File: config.mk
export PLATFORM = sky130hd
export DESIGN_NAME = cmfp_ctrl
export DESIGN_NICKNAME = d
export VERILOG_FILES = /design/src/hdl/cmfp_pkg.sv /design/src/hdl/cmfp_ctrl.sv
export VERILOG_INCLUDE_DIRS = /design/src /design/src/hdl
export SDC_FILE = /design/constraint.sdc
export NUM_CORES = 1
export LEC_CHECK = 0
export CORE_UTILIZATION = 50
export CTS_CLUSTER_DIAMETER = 100
export DETAILED_ROUTE_END_ITERATION = 7
export DONT_BUFFER_PORTS = 1
export PLACE_DENSITY_LB_ADDON = 0.12
export SLEW_MARGIN = 20
export SYNTH_ARGS = -nofsm -noshare
export SYNTH_HDL_FRONTEND = slang
export SYNTH_SLANG_ARGS = --single-unit
File: constraint.sdc
create_clock -name i_core_clk -period 3.6 [get_ports i_core_clk]
set_input_delay 0.54 -clock i_core_clk [delete_from_list [all_inputs] [get_ports i_core_clk]]
set_output_delay 0.54 -clock i_core_clk [all_outputs]
set_load 0.01 [all_outputs]
File: src/hdl/cmfp_map.svh
// Register offsets, field positions and reset values of the CAN mode and filter pointer block
// Assumes an APB slave with 32-bit data, one register per aligned word
`ifndef CMFP_MAP_SVH
`define CMFP_MAP_SVH

`define CMFP_OFF_MODE_CTRL   12'h000
`define CMFP_OFF_PTR_4_7     12'h004
`define CMFP_OFF_PTR_8_11    12'h008
`define CMFP_OFF_MODE_STAT   12'h00c

`define CMFP_BIT_CSIDL       13
`define CMFP_BIT_ABORT       12
`define CMFP_BIT_CLKSEL      11
`define CMFP_REQ_MSB         10
`define CMFP_REQ_LSB         8
`define CMFP_CUR_MSB         7
`define CMFP_CUR_LSB         5
`define CMFP_BIT_CAPEN       3
`define CMFP_BIT_WIN         0
`define CMFP_STAT_BIT_BUSY   0

`define CMFP_MODE_RESET      3'h4
`define CMFP_PTR_RESET       16'h0000
`define CMFP_DEST_FIFO       4'hf
`define CMFP_FIELD_W         4
`define CMFP_NUM_FILT        8
`define CMFP_FIRST_FILT      4
`define CMFP_FILT_SEL_W      4

`endif

File: src/hdl/cmfp_pkg.sv
// Types shared by the CAN mode and filter pointer block
// Assumes the map header for numeric constants
package cmfp_pkg;

  typedef enum logic [2:0] {
    CMFP_MODE_NORMAL   = 3'h0,
    CMFP_MODE_DISABLE  = 3'h1,
    CMFP_MODE_LOOPBACK = 3'h2,
    CMFP_MODE_LISTEN   = 3'h3,
    CMFP_MODE_CONFIG   = 3'h4,
    CMFP_MODE_RSVD5    = 3'h5,
    CMFP_MODE_RSVD6    = 3'h6,
    CMFP_MODE_LISTALL  = 3'h7
  } cmfp_mode_t;

  typedef struct packed {
    logic        psel;
    logic        penable;
    logic        pwrite;
    logic [11:0] paddr;
    logic [31:0] pwdata;
  } cmfp_apb_req_t;

  typedef struct packed {
    logic       hit;
    logic [3:0] filter;
  } cmfp_hit_t;

  typedef struct packed {
    logic       valid;
    logic       to_fifo;
    logic [3:0] buffer;
  } cmfp_route_t;

endpackage : cmfp_pkg

File: src/hdl/cmfp_ctrl.sv
// CAN mode request/report, abort-all, capture-on-receive and filter destination pointers
// Assumes an APB master on i_core_clk and a protocol engine that acknowledges mode
// changes and the completion of a transmit abort with one-cycle pulses
//
// Operation
// Writing one to abort-all signals every tx buffer; self-clears when all aborted.
// Requested mode field takes 111,100,011,010,001; 110/101 reserved; resets to 100.
// Current mode field is read-only, reports active mode, reads 100 after reset.
// Capture enable set gives a capture event per received message, else none.
// Four-bit destination: 0000-1110 pick rx buffer 0-14, 1111 picks rx FIFO.
// Pointer regs hold filters 4-7 and 8-11, four bits each, reset to zero.
// Current mode keeps old value until the engine finishes the transition.
//
// The APB slave port and the placing of the registers were decided locally.
`timescale 1ns/100ps
`include "cmfp_map.svh"

module cmfp_ctrl
  import cmfp_pkg::*;
(
  input  wire logic        i_core_clk,      // Module clock, 250 MHz
  input  wire logic        i_reset_n,       // Asynchronous reset, active low
  input  wire logic        i_psel,          // APB select
  input  wire logic        i_penable,       // APB enable
  input  wire logic        i_pwrite,        // APB direction, high for write
  input  wire logic [11:0] i_paddr,         // APB byte address
  input  wire logic [31:0] i_pwdata,        // APB write data
  input  wire logic [3:0]  i_pstrb,         // APB byte strobes
  output logic      [31:0] o_prdata,        // APB read data
  output logic             o_pready,        // APB ready
  output logic             o_pslverr,       // APB error, unmapped address
  output logic      [2:0]  o_req_mode,      // Requested mode to engine
  input  wire logic        i_mode_done,     // Engine finished a mode change
  input  wire logic [2:0]  i_mode_active,   // Mode engine entered on done
  output logic             o_abort_all_tx,  // Abort request level to tx buffers
  input  wire logic        i_abort_done,    // All pending transmissions aborted
  input  wire logic        i_rx_done,       // Message received, one cycle
  output logic             o_capture_evt,   // Capture trigger, one cycle
  output logic             o_stop_in_idle,  // Stop in idle control
  output logic             o_clk_sel,       // Module clock source select
  output logic             o_win_sel,       // Register window select
  input  wire logic        i_filt_hit,      // Acceptance filter hit
  input  wire logic [3:0]  i_filt_num,      // Index of the hitting filter
  output logic             o_route_valid,   // Routing result valid
  output logic             o_route_fifo,    // Message goes to rx FIFO
  output logic      [3:0]  o_route_buf      // Rx buffer number
);

  cmfp_apb_req_t req;
  logic          wr_en;
  logic          rd_en;
  logic          addr_ok;
  logic [15:0]   ptr_4_7_reg;
  logic [15:0]   ptr_8_11_reg;
  logic [2:0]    req_mode_reg;
  cmfp_mode_t    cur_mode_reg;
  logic          abort_reg;
  logic          capen_reg;
  logic          csidl_reg;
  logic          clksel_reg;
  logic          win_reg;
  logic          capture_reg;
  cmfp_route_t   route_reg;
  cmfp_route_t   route_next;
  logic [15:0]   ctrl_rd;
  logic [3:0]    dest_sel [`CMFP_NUM_FILT];
  logic [`CMFP_NUM_FILT-1:0] filt_match;
  logic [3:0]    route_sel;
  logic [31:0]   rd_mux;
  logic [31:0]   prdata_reg;
  logic          sel_ctrl;
  logic          sel_ptr_4_7;
  logic          sel_ptr_8_11;
  logic          sel_stat;
  logic          req_code_ok;

  assign req     = '{psel: i_psel, penable: i_penable, pwrite: i_pwrite,
                     paddr: i_paddr, pwdata: i_pwdata};
  // Address decode, one line per register
  assign sel_ctrl     = (req.paddr == `CMFP_OFF_MODE_CTRL);
  assign sel_ptr_4_7  = (req.paddr == `CMFP_OFF_PTR_4_7);
  assign sel_ptr_8_11 = (req.paddr == `CMFP_OFF_PTR_8_11);
  assign sel_stat     = (req.paddr == `CMFP_OFF_MODE_STAT);
  assign addr_ok = sel_ctrl || sel_ptr_4_7 || sel_ptr_8_11 || sel_stat;
  assign wr_en   = req.psel && req.penable && req.pwrite && addr_ok;
  // Read data is decoded in the setup cycle and held in a flop for the access phase
  assign rd_en   = req.psel && !req.penable && !req.pwrite;

  // Reserved codes and the normal code are refused; the previous request stays
  assign req_code_ok = (req.pwdata[`CMFP_REQ_MSB:`CMFP_REQ_LSB] != CMFP_MODE_RSVD5) &&
                       (req.pwdata[`CMFP_REQ_MSB:`CMFP_REQ_LSB] != CMFP_MODE_RSVD6) &&
                       (req.pwdata[`CMFP_REQ_MSB:`CMFP_REQ_LSB] != CMFP_MODE_NORMAL);
  assign o_pready  = 1'b1;
  assign o_pslverr = req.psel && req.penable && !addr_ok;

  // Control bits, lower byte strobe carries none that are writable except capture and window
  always_ff @(posedge i_core_clk or negedge i_reset_n)
  begin
    if (!i_reset_n)
    begin
      req_mode_reg <= `CMFP_MODE_RESET;
      capen_reg    <= 1'b0;
      csidl_reg    <= 1'b0;
      clksel_reg   <= 1'b0;
      win_reg      <= 1'b0;
    end
    else if (wr_en && req.paddr == `CMFP_OFF_MODE_CTRL)
    begin
      if (i_pstrb[1])
      begin
        if (req_code_ok)
          req_mode_reg <= req.pwdata[`CMFP_REQ_MSB:`CMFP_REQ_LSB];
        csidl_reg  <= req.pwdata[`CMFP_BIT_CSIDL];
        clksel_reg <= req.pwdata[`CMFP_BIT_CLKSEL];
      end
      if (i_pstrb[0])
      begin
        capen_reg <= req.pwdata[`CMFP_BIT_CAPEN];
        win_reg   <= req.pwdata[`CMFP_BIT_WIN];
      end
    end
  end

  // Abort-all: set by software, cleared by the engine; a new set wins over the clear
  always_ff @(posedge i_core_clk or negedge i_reset_n)
  begin
    if (!i_reset_n)
      abort_reg <= 1'b0;
    else if (wr_en && req.paddr == `CMFP_OFF_MODE_CTRL && i_pstrb[1] &&
             req.pwdata[`CMFP_BIT_ABORT])
      abort_reg <= 1'b1;
    else if (i_abort_done)
      abort_reg <= 1'b0;
  end

  // Current mode follows only on the engine's completion
  always_ff @(posedge i_core_clk or negedge i_reset_n)
  begin
    if (!i_reset_n)
      cur_mode_reg <= CMFP_MODE_CONFIG;
    else if (i_mode_done)
      cur_mode_reg <= cmfp_mode_t'(i_mode_active);
  end

  // Filter destination pointers with byte strobes
  always_ff @(posedge i_core_clk or negedge i_reset_n)
  begin
    if (!i_reset_n)
    begin
      ptr_4_7_reg  <= `CMFP_PTR_RESET;
      ptr_8_11_reg <= `CMFP_PTR_RESET;
    end
    else if (wr_en)
    begin
      if (req.paddr == `CMFP_OFF_PTR_4_7)
      begin
        if (i_pstrb[0])
          ptr_4_7_reg[7:0] <= req.pwdata[7:0];
        if (i_pstrb[1])
          ptr_4_7_reg[15:8] <= req.pwdata[15:8];
      end
      if (req.paddr == `CMFP_OFF_PTR_8_11)
      begin
        if (i_pstrb[0])
          ptr_8_11_reg[7:0] <= req.pwdata[7:0];
        if (i_pstrb[1])
          ptr_8_11_reg[15:8] <= req.pwdata[15:8];
      end
    end
  end

  // Capture event per received message while enabled
  always_ff @(posedge i_core_clk or negedge i_reset_n)
  begin
    if (!i_reset_n)
      capture_reg <= 1'b0;
    else
      capture_reg <= capen_reg && i_rx_done;
  end

  // Split pointer registers into per-filter fields, filter 4 in the low nibble
  genvar gi;
  generate
    for (gi = 0; gi < `CMFP_NUM_FILT; gi++)
    begin : g_dest
      if (gi < `CMFP_FILT_SEL_W)
      begin : g_lo
        assign dest_sel[gi] = ptr_4_7_reg[gi*`CMFP_FIELD_W +: `CMFP_FIELD_W];
      end
      else
      begin : g_hi
        assign dest_sel[gi] =
          ptr_8_11_reg[(gi-`CMFP_FILT_SEL_W)*`CMFP_FIELD_W +: `CMFP_FIELD_W];
      end
    end
  endgenerate

  // One match line per steered filter; filters outside the range match none
  generate
    for (gi = 0; gi < `CMFP_NUM_FILT; gi++)
    begin : g_match
      assign filt_match[gi] = i_filt_hit &&
                              (i_filt_num == 4'(`CMFP_FIRST_FILT + gi));
    end
  endgenerate

  // Route a filter hit; filters outside 4-11 are not steered here
  always_comb
  begin
    route_next = '0;
    route_sel  = '0;
    for (int fi = 0; fi < `CMFP_NUM_FILT; fi++)
    begin
      if (filt_match[fi])
        route_sel = dest_sel[fi];
    end
    if (|filt_match)
    begin
      route_next.valid = 1'b1;
      if (route_sel == `CMFP_DEST_FIFO)
        route_next.to_fifo = 1'b1;
      else
        route_next.buffer = route_sel;
    end
  end

  // Route result is registered so that it stands one full cycle
  always_ff @(posedge i_core_clk or negedge i_reset_n)
  begin
    if (!i_reset_n)
      route_reg <= '0;
    else
      route_reg <= route_next;
  end

  // Control word layout, upper half of the bus reads zero:
  //   13     stop in idle
  //   12     abort all transmissions, cleared by the engine
  //   11     module clock source select
  //   10:8   requested mode
  //   7:5    current mode, read only
  //   3      capture on receive enable
  //   0      register window select
  // Status word bit 0 is high while a mode change is pending
  // Pointer words hold four destination nibbles, lowest filter in bits 3:0
  always_comb
  begin
    ctrl_rd = '0;
    ctrl_rd[`CMFP_BIT_CSIDL]                  = csidl_reg;
    ctrl_rd[`CMFP_BIT_ABORT]                  = abort_reg;
    ctrl_rd[`CMFP_BIT_CLKSEL]                 = clksel_reg;
    ctrl_rd[`CMFP_REQ_MSB:`CMFP_REQ_LSB]      = req_mode_reg;
    ctrl_rd[`CMFP_CUR_MSB:`CMFP_CUR_LSB]      = cur_mode_reg;
    ctrl_rd[`CMFP_BIT_CAPEN]                  = capen_reg;
    ctrl_rd[`CMFP_BIT_WIN]                    = win_reg;
  end

  always_comb
  begin
    rd_mux = '0;
    if (rd_en)
    begin
      unique case (req.paddr)
        `CMFP_OFF_MODE_CTRL: rd_mux = {16'h0000, ctrl_rd};
        `CMFP_OFF_PTR_4_7:   rd_mux = {16'h0000, ptr_4_7_reg};
        `CMFP_OFF_PTR_8_11:  rd_mux = {16'h0000, ptr_8_11_reg};
        `CMFP_OFF_MODE_STAT: rd_mux = {31'h00000000,
                                       cur_mode_reg != cmfp_mode_t'(req_mode_reg)};
        default:             rd_mux = '0;
      endcase
    end
  end

  // Read data flop: loaded at the end of the setup cycle, stands through the access
  // phase and clears afterwards, so the bus shows zero outside a read
  always_ff @(posedge i_core_clk or negedge i_reset_n)
  begin
    if (!i_reset_n)
      prdata_reg <= '0;
    else if (rd_en)
      prdata_reg <= rd_mux;
    else
      prdata_reg <= '0;
  end

  assign o_prdata       = prdata_reg;
  assign o_req_mode     = req_mode_reg;
  assign o_abort_all_tx = abort_reg;
  assign o_capture_evt  = capture_reg;
  assign o_stop_in_idle = csidl_reg;
  assign o_clk_sel      = clksel_reg;
  assign o_win_sel      = win_reg;
  assign o_route_valid  = route_reg.valid;
  assign o_route_fifo   = route_reg.to_fifo;
  assign o_route_buf    = route_reg.buffer;

endmodule : cmfp_ctrl

==> impl_metrics.yaml, run 1 <==
power:
  pwr_density_cell_nw_per_um2: 405.9
  p_total_mw: 1.493
  internal-power_mw: 1.116
  peakVddDrop_uv: 212.1
  switching_share_pct: 25.27
  seqPwrFrac_pct: 52.2
  p_sw_uw: 377.2
  p_leak_nw: 1.785
  p_clk_share_pct: 41.7
  p_comb_share_pct: 6.0
setup_path:
  cp_num_buf_inv: 0
  cp.required_ns: 3.84
  crit_path_cell_trace: "nor2b_1, nand2_4, mux2_4"
  cp_max_fo: 15
  slowest_stage: "nor2b_1"
  critPathCaptureType: "register"
  critPathTopFamily: "simple AND/OR/NAND/NOR gates"
  cpPeakStageDelay_ns: 0.75
  critPathKind: "in -> reg"
  cp-start-kind: "input pin"
  critical_path_arrival_ns: 1.95
logic_synthesis:
  ys.warnings.count: 0
  netlist_area_um2: 3487
  ys_ff_latch: 66
  yosysMostFrequentCell: "dfrtp_1"
  synth_common_cells: "64 x dfrtp_1, 34 x mux2_4, 34 x nor2_1, 20 x buf_4, 19 x a21oi_1"
  synth-edff-count: 0
  yosysSeqAreaShare_pct: 47.43
  synth_cell_types: 50
  synthFlopType: "dfrtp_1"
  netlist_top_cells_area: "dfrtp_1 46%, mux2_4 15%, buf_4 4.3%"
  yosysTopAreaCellShare_pct: 45.93
  synth_area_leader_cell: "dfrtp_1"
  synthCells: 286
  avgSynthCellArea_um2: 12.19
  synth-async-reset-ratio_pct: 100.0
layout:
  drive_above_1_share_pct: 27.15
  layout.cells.non_filler: 371
  fin_nets: 350
  final_util_pct: 54.43
  nFillCells: 594
  area_delta_synth_final_pct: 5.454
  diodes: 0
detailed_routing:
  drt-pass1-iter-count: 6
  postRouteAntennaNets: 0
  drt_wl_total_mm: 7.560
  via_per_inst: 5.728
  first_iter_violations: 81
  wl_per_cell_um: 20.38
  remaining_drc_errors: 0
  via_count: 2125
die:
  die_area_um2: 7312
  core_um2: 6756
  start_util_pct: 51.61
  die_h_um: 85.51
  fp-row-count: 30
  io_pins: 112
  die_w_um: 85.51
sta:
  fin_crit_ns: 1.715
  slew_headroom_pct: 35.06
  finalHoldViolations: 0
  max_clock_freq_mhz: 583.0
  rsz0062_at_grt: "no"
  hold_slack_ns: 0.02558
  finalSetupViolCount: 0
  fin_tns_setup_ns: 0
  slew_viol_final: 0
  period_share_pct: 47.64
  worst_slew_pin_slew_ns: 0.9721
  fin_skew_ns: 0.006725
clocking:
  cts-root-buf: "clkbuf_8"
  cts_max_path_buffers: 2
  cts.sinks: 66
  clkTransAtPathRegs_ns: 0.07
  cts_buffers: 9
  clock_latency_ns: 0.35
  htreeDepth: 3
  cts_tree: "yes"
placed_design:
  routabilityCongestion: 0.7904
  placed_cells: 354
  io_buffers: 0
  dp_hpwl_mm: 5.258
outcome:
  status: "complete, no violations"
grt:
  grt_max_degree: 65
  grt_pass1_vias: 2189
  antenna_found_initial: 0
  grt-ovfl-total: 0
  grt_pass1_wl_mm: 12.04
  grt_use_total_pct: 22.64
worst_hold_path:
  min_path_type: "in -> async"
run:
  maxCapViolCount: 0
-- cells by family after synthesis --
group | synth area share, %
multiplexers | 23.29
AND/OR/NAND/NOR | 14.93
buffers and inverters | 6.099
flip-flops | 47.43
XOR/XNOR | 0.7536
other | 0.2154
AO/OA/AOI/OAI | 7.284
-- routing by layer --
layer  track usage, %  wire length, um
met2            35.49             3580
met1            30.32             3420
met5                0                0
met3            5.005              377
met4            10.30              181
-- power by group through the flow --
stage          Combinational [mW]  Clock [mW]  Sequential (mW)
2_1_floorplan              0.0912           0            0.786
3_3_place_gp               0.0722           0            0.793
3_5_place_dp               0.0730           0            0.793
4_1_cts                    0.0916       0.635            0.779
5_1_grt                     0.103       0.660            0.781
6_report                   0.0903       0.623            0.779
-- layout by cell type, fill, tap and decap left out, types with 3 or more instances in the layout --
| cell | netlist | layout |
|---|---|---|
| a21oi_1 | 19 | 19 |
| o21ai_0 | 4 | 4 |
| clkbuf_8 | 0 | 9 |
| clkinv_2 | 0 | 3 |
| mux2_2 | 4 | 4 |
| mux2i_1 | 14 | 14 |
| nor2b_1 | 5 | 5 |
| conb_1 | 2 | 17 |
| a211oi_1 | 3 | 3 |
| and3_1 | 3 | 3 |
| dfrtp_1 | 64 | 64 |
| and2_4 | 3 | 3 |
| nand2_1 | 9 | 9 |
| mux4_2 | 4 | 4 |
| nor4b_1 | 3 | 3 |
| xnor2_1 | 3 | 3 |
| mux2_4 | 34 | 34 |
| a22oi_1 | 5 | 5 |
| nor3_1 | 6 | 6 |
| inv_1 | 3 | 3 |
| nor2_1 | 34 | 34 |
-- per-stage QoR --
step | cell area, um^2 | setup slack (ns)
floorplan | 3543 | 1.793
global placement | 3457 | 1.513
detailed placement | 3457 | 1.433
CTS | 3677 | 1.801
global route | 3677 | 1.698
finish | 3677 | 1.885
-- path summary, 6_finish.rpt --
check / start / to / slack (ns) / cells after the start
setup / recovery: i_paddr[2] / ptr_4_7_reg[8] / 1.88 / 3
setup reg to reg: ptr_4_7_reg[14] / o_route_buf[0] / 2.02 / 4
min in group i_core_clk: i_abort_done / o_abort_all_tx / 0.28 / 1
hold reg to reg: capen_reg / o_capture_evt / 0.54 / 1
max in group asynchronous: i_reset_n / cur_mode_reg[1] / 3.26 / 1
hold / removal: i_reset_n / o_req_mode[2] / 0.03 / 0
-- repair_timing --
| action | CTS | global route |
|---|---|---|
| hold buffers | 1 | 0 |
| setup buffers | 0 | 0 |
| endpoints found under the hold margin | 64 | 0 |
| gates resized for setup | 0 | 0 |
-- worst reg2reg max path, delay by kind of cell, from the launching register on --
kind,cells,cell delay (ns)
multiplexers,1,0.48
AO/OA/AOI/OAI,1,0.40
AND/OR/NAND/NOR,2,0.21
flip-flops,1,0.41
-- cell type report --
class	instances	area [um^2]	area share [%]
multi-input combinational	203	1677	45.59
sequential	66	1654	44.98
clock buffer	9	123.9	3.368
tap	80	100.1	2.722
clock inverter	7	68.82	1.871
timing repair buffer	3	42.54	1.157
inverter	3	11.26	0.3062
(Power assumes the default switching activity.)
==> inputs of run 2 (changes only) <==
==> constraint.sdc (replaced) <==
create_clock -name i_core_clk -period 1.5 [get_ports i_core_clk]
set_input_delay 0.225 -clock i_core_clk [delete_from_list [all_inputs] [get_ports i_core_clk]]
set_output_delay 0.225 -clock i_core_clk [all_outputs]
set_load 0.01 [all_outputs]
==> run 2 against run 1 <==
The run now ends with negative hold slack, negative setup slack left; via count up 4.1%; sequential cell count unchanged; final cell count up 5.9%; sequential power up 140%; die area unchanged; routed wire length down 0.99%; critical path depth up 2; final area up 4.9%; first-iteration DRC count down 11%; combinational power up 120%.
==> impl_metrics.yaml, run 2 (synthesis gave the netlist of run 1 again) <==
outcome:
  status: "finished with violations"
  violations: "negative hold slack, negative setup slack"
sta:
  worst_slack_ns: -0.02833
  finalHoldViolations: 66
  slew_viol_final: 0
  rsz0062_at_grt: "yes"
  hold_slack_ns: -0.4256
  fin_skew_ns: 0.008946
  fin_crit_ns: 1.528
  max_clock_freq_mhz: 654.3
  fin_tns_setup_ns: -0.09030
  finalSetupViolCount: 5
  period_share_pct: 101.9
layout:
  drive_above_1_share_pct: 30.99
  diodes: 0
  fin_nets: 373
  area_delta_synth_final_pct: 10.62
  final_util_pct: 57.09
  nFillCells: 599
  layout_common_cells: "64 x dfrtp_1, 34 x nor2_1, 34 x mux2_4"
  mostFrequentLayoutCell: "dfrtp_1"
setup_path:
  critPathCaptureType: "register"
  reg2regPathDepth: 5
  regToRegSetupSlack_ns: -0.03
  reg2reg_to: "o_route_buf[2]"
  cp.required_ns: 1.76
  critical_path_arrival_ns: 1.79
  cp-start-kind: "register"
  critPathKind: "reg -> reg"
  worst_r2r_startpoint: "ptr_4_7_reg[4]"
  cp_max_fo: 5
die:
  die_area_um2: 7312
  io_pins: 112
  core_um2: 6756
  start_util_pct: 51.61
  die_w_um: 85.51
  die_h_um: 85.51
  fp-row-count: 30
clocking:
  cts-root-buf: "clkbuf_8"
  cts_max_path_buffers: 2
  cts_buffers: 9
  clock_latency_ns: 0.34
  cts.sinks: 66
  cts_hold_buf: 5
  cts_tree: "yes"
  htreeDepth: 3
  clkTransAtPathRegs_ns: 0.07
grt:
  grt-ovfl-total: 0
  grt_pass1_wl_mm: 12.10
  grt_pass1_vias: 2245
  grt_use_total_pct: 22.24
  grt_max_degree: 67
  antenna_found_initial: 0
detailed_routing:
  via_per_inst: 5.628
  first_iter_violations: 72
  wl_per_cell_um: 19.05
  via_count: 2212
  drt_wl_total_mm: 7.485
  remaining_drc_errors: 0
  drt-pass1-iter-count: 6
  postRouteAntennaNets: 0
worst_hold_path:
  min_path_type: "in -> async"
run:
  maxCapViolCount: 0
placed_design:
  routabilityCongestion: 0.8027
  io_buffers: 0
  dp_hpwl_mm: 5.412
  dp_slack_ns: -0.1408
power:
  p_leak_nw: 1.894
  peakVddDrop_uv: 552.4
  pwr_density_cell_nw_per_um2: 910.4
## run 2: worst max path at each step
| stage | from | endpoint | slack [ns] |
|---|---|---|---|
| 4_1_cts | ptr_4_7_reg[4] | o_route_buf[2] | -0.004 |
| 3_5_place_dp | i_paddr[9] | o_req_mode[0] | -0.14 |
| 2_1_floorplan | i_paddr[9] | ptr_4_7_reg[0] | 0.008 |
| 6_report | ptr_4_7_reg[4] | o_route_buf[2] | -0.03 |
| 5_1_grt | ptr_4_7_reg[4] | o_route_buf[1] | -0.1 |
| 3_3_place_gp | i_paddr[9] | o_req_mode[0] | -0.04 |
## run 2: layout make-up
cell class | instances | area, um^2 | share of cell area (%)
Clock inverter | 3 | 40.04 | 1.038
Timing Repair Buffer | 26 | 207.7 | 5.384
Clock buffer | 12 | 145.1 | 3.763
Tap cell | 80 | 100.1 | 2.595
Multi-Input combinational cell | 203 | 1699 | 44.05
Sequential cell | 66 | 1654 | 42.88
Inverter | 3 | 11.26 | 0.2919
## run 2: critical path: stages, from the launching register on
cell     delay (ns)
dfrtp_1        0.42
mux4_2         0.46
and2_4         0.16
o22ai_4        0.25
nor3_2         0.07
nor2_1         0.10
## run 2: per-layer routing
| layer | wire length (um) | GRT usage (%) | up-vias |
|---|---|---|---|
| met2 | 3685 | 35.20 | 60 |
| li1 | - | - | 1031 |
| met5 | 0 | 0 | - |
| met3 | 290 | 4.235 | 10 |
| met1 | 3399 | 30.68 | 1111 |
| met4 | 109 | 8.182 | 0 |
## run 2: metrics by stage
stage	power (mW)	hold WS (ns)	std cells	instance area (um^2)
after floorplan	2.104	-0.07059	301	3543
after global placement	2.080	-0.06919	372	3592
after detailed placement	2.085	-0.06937	372	3592
after CTS	3.546	-0.4388	393	3847
after global routing	3.646	-0.4434	393	3857
final	3.512	-0.4256	393	3857
## run 2: what timing repair did
item,in CTS,in global routing
pin swaps,4,4
endpoints found under the hold margin,71,66
resized for setup,2,2
setup endpoints to repair,5,5
buffers inserted,1,0
## run 2: power breakdown
part | internal, mW | switching [mW]
registers | 1.82 | 0.0493
clock network | 0.800 | 0.647
logic | 0.101 | 0.0948
total | 2.72 | 0.791
==> inputs of run 3 (changes only) <==
--- a/config.mk
+++ b/config.mk
@@ -11,6 +11,7 @@
 export DETAILED_ROUTE_END_ITERATION = 7
 export DONT_BUFFER_PORTS = 1
 export PLACE_DENSITY_LB_ADDON = 0.12
+export SETUP_SLACK_MARGIN = 0.15
 export SLEW_MARGIN = 20
 export SYNTH_ARGS = -nofsm -noshare
 export SYNTH_HDL_FRONTEND = slang
==> run 3 against run 2 <==
The run still ends with negative hold slack, negative setup slack left; first-iteration DRC count up 46%; sequential power barely moved; largest cell class unchanged; power rose by 10%; maximum frequency down 1.0%; non-clock buffer count increased by 4; largest power group unchanged.
==> impl_metrics.yaml, run 3 (synthesis gave the netlist of run 1 again) <==
sta:
  max_clock_freq_mhz: 647.5
  finalSetupViolCount: 2
  slew_viol_final: 0
  fin_tns_setup_ns: -0.05040
  fin_skew_ns: 0.007700
  fin_crit_ns: 1.544
  period_share_pct: 103.0
  rsz0062_at_grt: "yes"
  finalHoldViolations: 66
  hold_slack_ns: -0.4314
  worst_slack_ns: -0.04433
placed_design:
  dp_slack_ns: -0.03135
  placed_cells: 373
  dp_hpwl_mm: 5.507
  io_buffers: 0
  routabilityCongestion: 0.8007
  dpl_cell_area_um2: 3671
grt:
  grt_use_total_pct: 23.00
  grt_pass1_vias: 2335
  grt-ovfl-total: 0
  grt_max_degree: 67
  grt_pass1_wl_mm: 12.51
  antenna_found_initial: 0
die:
  die_h_um: 85.51
  fp-row-count: 30
  die_w_um: 85.51
  start_util_pct: 51.61
  die_area_um2: 7312
  io_pins: 112
  core_um2: 6756
setup_path:
  cp_max_fo: 5
  crit_path_cell_trace: "mux4_2, and2_4, o22ai_4, nor3_2, nor2_1"
  reg2reg_to: "o_route_buf[1]"
  critPathTopFamily: "multiplexers"
  slowest_stage: "mux4_2"
  worst-path-stages: 5
  crit_path_start: "ptr_4_7_reg[4]"
  worst_r2r_startpoint: "ptr_4_7_reg[4]"
  cpPeakStageDelay_ns: 0.46
  critPathKind: "reg -> reg"
  cp.required_ns: 1.77
  cp-start-kind: "register"
  critPathCaptureType: "register"
  endpoint: "o_route_buf[1]"
  critical_path_arrival_ns: 1.82
  regToRegSetupSlack_ns: -0.04
  cp_num_buf_inv: 0
  reg2regPathDepth: 5
layout:
  layout.cells.non_filler: 398
  regArea_um2: 1654
  fin_nets: 377
  mostFrequentLayoutCell: "dfrtp_1"
  final_cell_area_um2: 4006
  layout_common_cells: "64 x dfrtp_1, 34 x nor2_1, 34 x mux2_4"
  nFillCells: 564
  diodes: 0
  area_delta_synth_final_pct: 14.89
  multi_input_area_um2: 1767
  drive_above_1_share_pct: 33.33
  final_util_pct: 59.30
outcome:
  violations: "negative hold slack, negative setup slack"
  status: "finished with violations"
clocking:
  clkTransAtPathRegs_ns: 0.07
  cts_hold_buf: 6
  cts_tree: "yes"
  cts_buffers: 9
  cts.sinks: 66
  htreeDepth: 3
  clock_latency_ns: 0.34
  cts-root-buf: "clkbuf_8"
  cts_max_path_buffers: 2
run:
  maxCapViolCount: 0
worst_hold_path:
  min_path_type: "in -> async"
power:
  pwr_density_cell_nw_per_um2: 965.8
  peakVddDrop_uv: 524.1
  p_leak_nw: 1.916
detailed_routing:
  via_count: 2234
  drt-pass1-iter-count: 6
  first_iter_violations: 105
  wl_per_cell_um: 19.70
  postRouteAntennaNets: 0
  remaining_drc_errors: 0
  via_per_inst: 5.613
  drt_wl_total_mm: 7.840
==> run 3: changes by cell type in the layout (fill, tap and decap cells not counted), moves of 2 or more <==
cell,delta
nor3_2,+2
nand2_4,-2
bufinv_16,+2
nor4_4,+2
nand2_8,+2
buf_4,+3
nor3_1,-2
==> run 3: routing by layer <==
layer / track usage [%] / vias to the layer above / part of all wire, %
met2: 37.96 / 57 / 50
met3: 4.427 / 13 / 4.2
li1: - / 1031 / -
met1: 30.16 / 1133 / 44
met4: 8.939 / 0 / 1.2
met5: 0 / - / 0
==> run 3: cell type report <==
type | count | area share, %
Clock buffer | 11 | 3.279
Clock inverter | 5 | 2.561
Inverter | 3 | 0.2811
Multi-Input combinational cell | 203 | 44.10
Sequential cell | 66 | 41.29
Tap cell | 80 | 2.498
Timing Repair Buffer | 30 | 5.996
==> run 3: power breakdown <==
group          switching (mW)  internal, mW  total, mW
clock network           0.688          1.10       1.79
registers              0.0495          1.82       1.87
logic                   0.102         0.108      0.210
total                   0.840          3.03       3.87
==> run 3: worst min path at each step <==
stage	from	end	slack (ns)	cells after the start
after detailed placement	i_reset_n	o_capture_evt	-0.07	0
after global routing	i_reset_n	o_prdata[4]	-0.44	0
final	i_reset_n	capen_reg	-0.43	0
after CTS	i_reset_n	ptr_8_11_reg[6]	-0.45	0
after floorplan	i_reset_n	capen_reg	-0.07	0
after global placement	i_reset_n	ptr_8_11_reg[4]	-0.07	0
==> run 3: stage by stage <==
step           power [mW]  hold WS, ns
2_1_floorplan       2.111     -0.07059
3_3_place_gp        2.090     -0.06888
3_5_place_dp        2.093     -0.06911
4_1_cts             3.891      -0.4453
5_1_grt             4.009      -0.4439
6_report            3.869      -0.4314
==> run 3: what timing repair did <==
action | in CTS | in global routing
setup buffers | 1 | 2
endpoints found under the hold margin | 72 | 66
setup endpoints to repair | 5 | 5
pin swaps | 4 | 2
gates resized for setup | 1 | 2
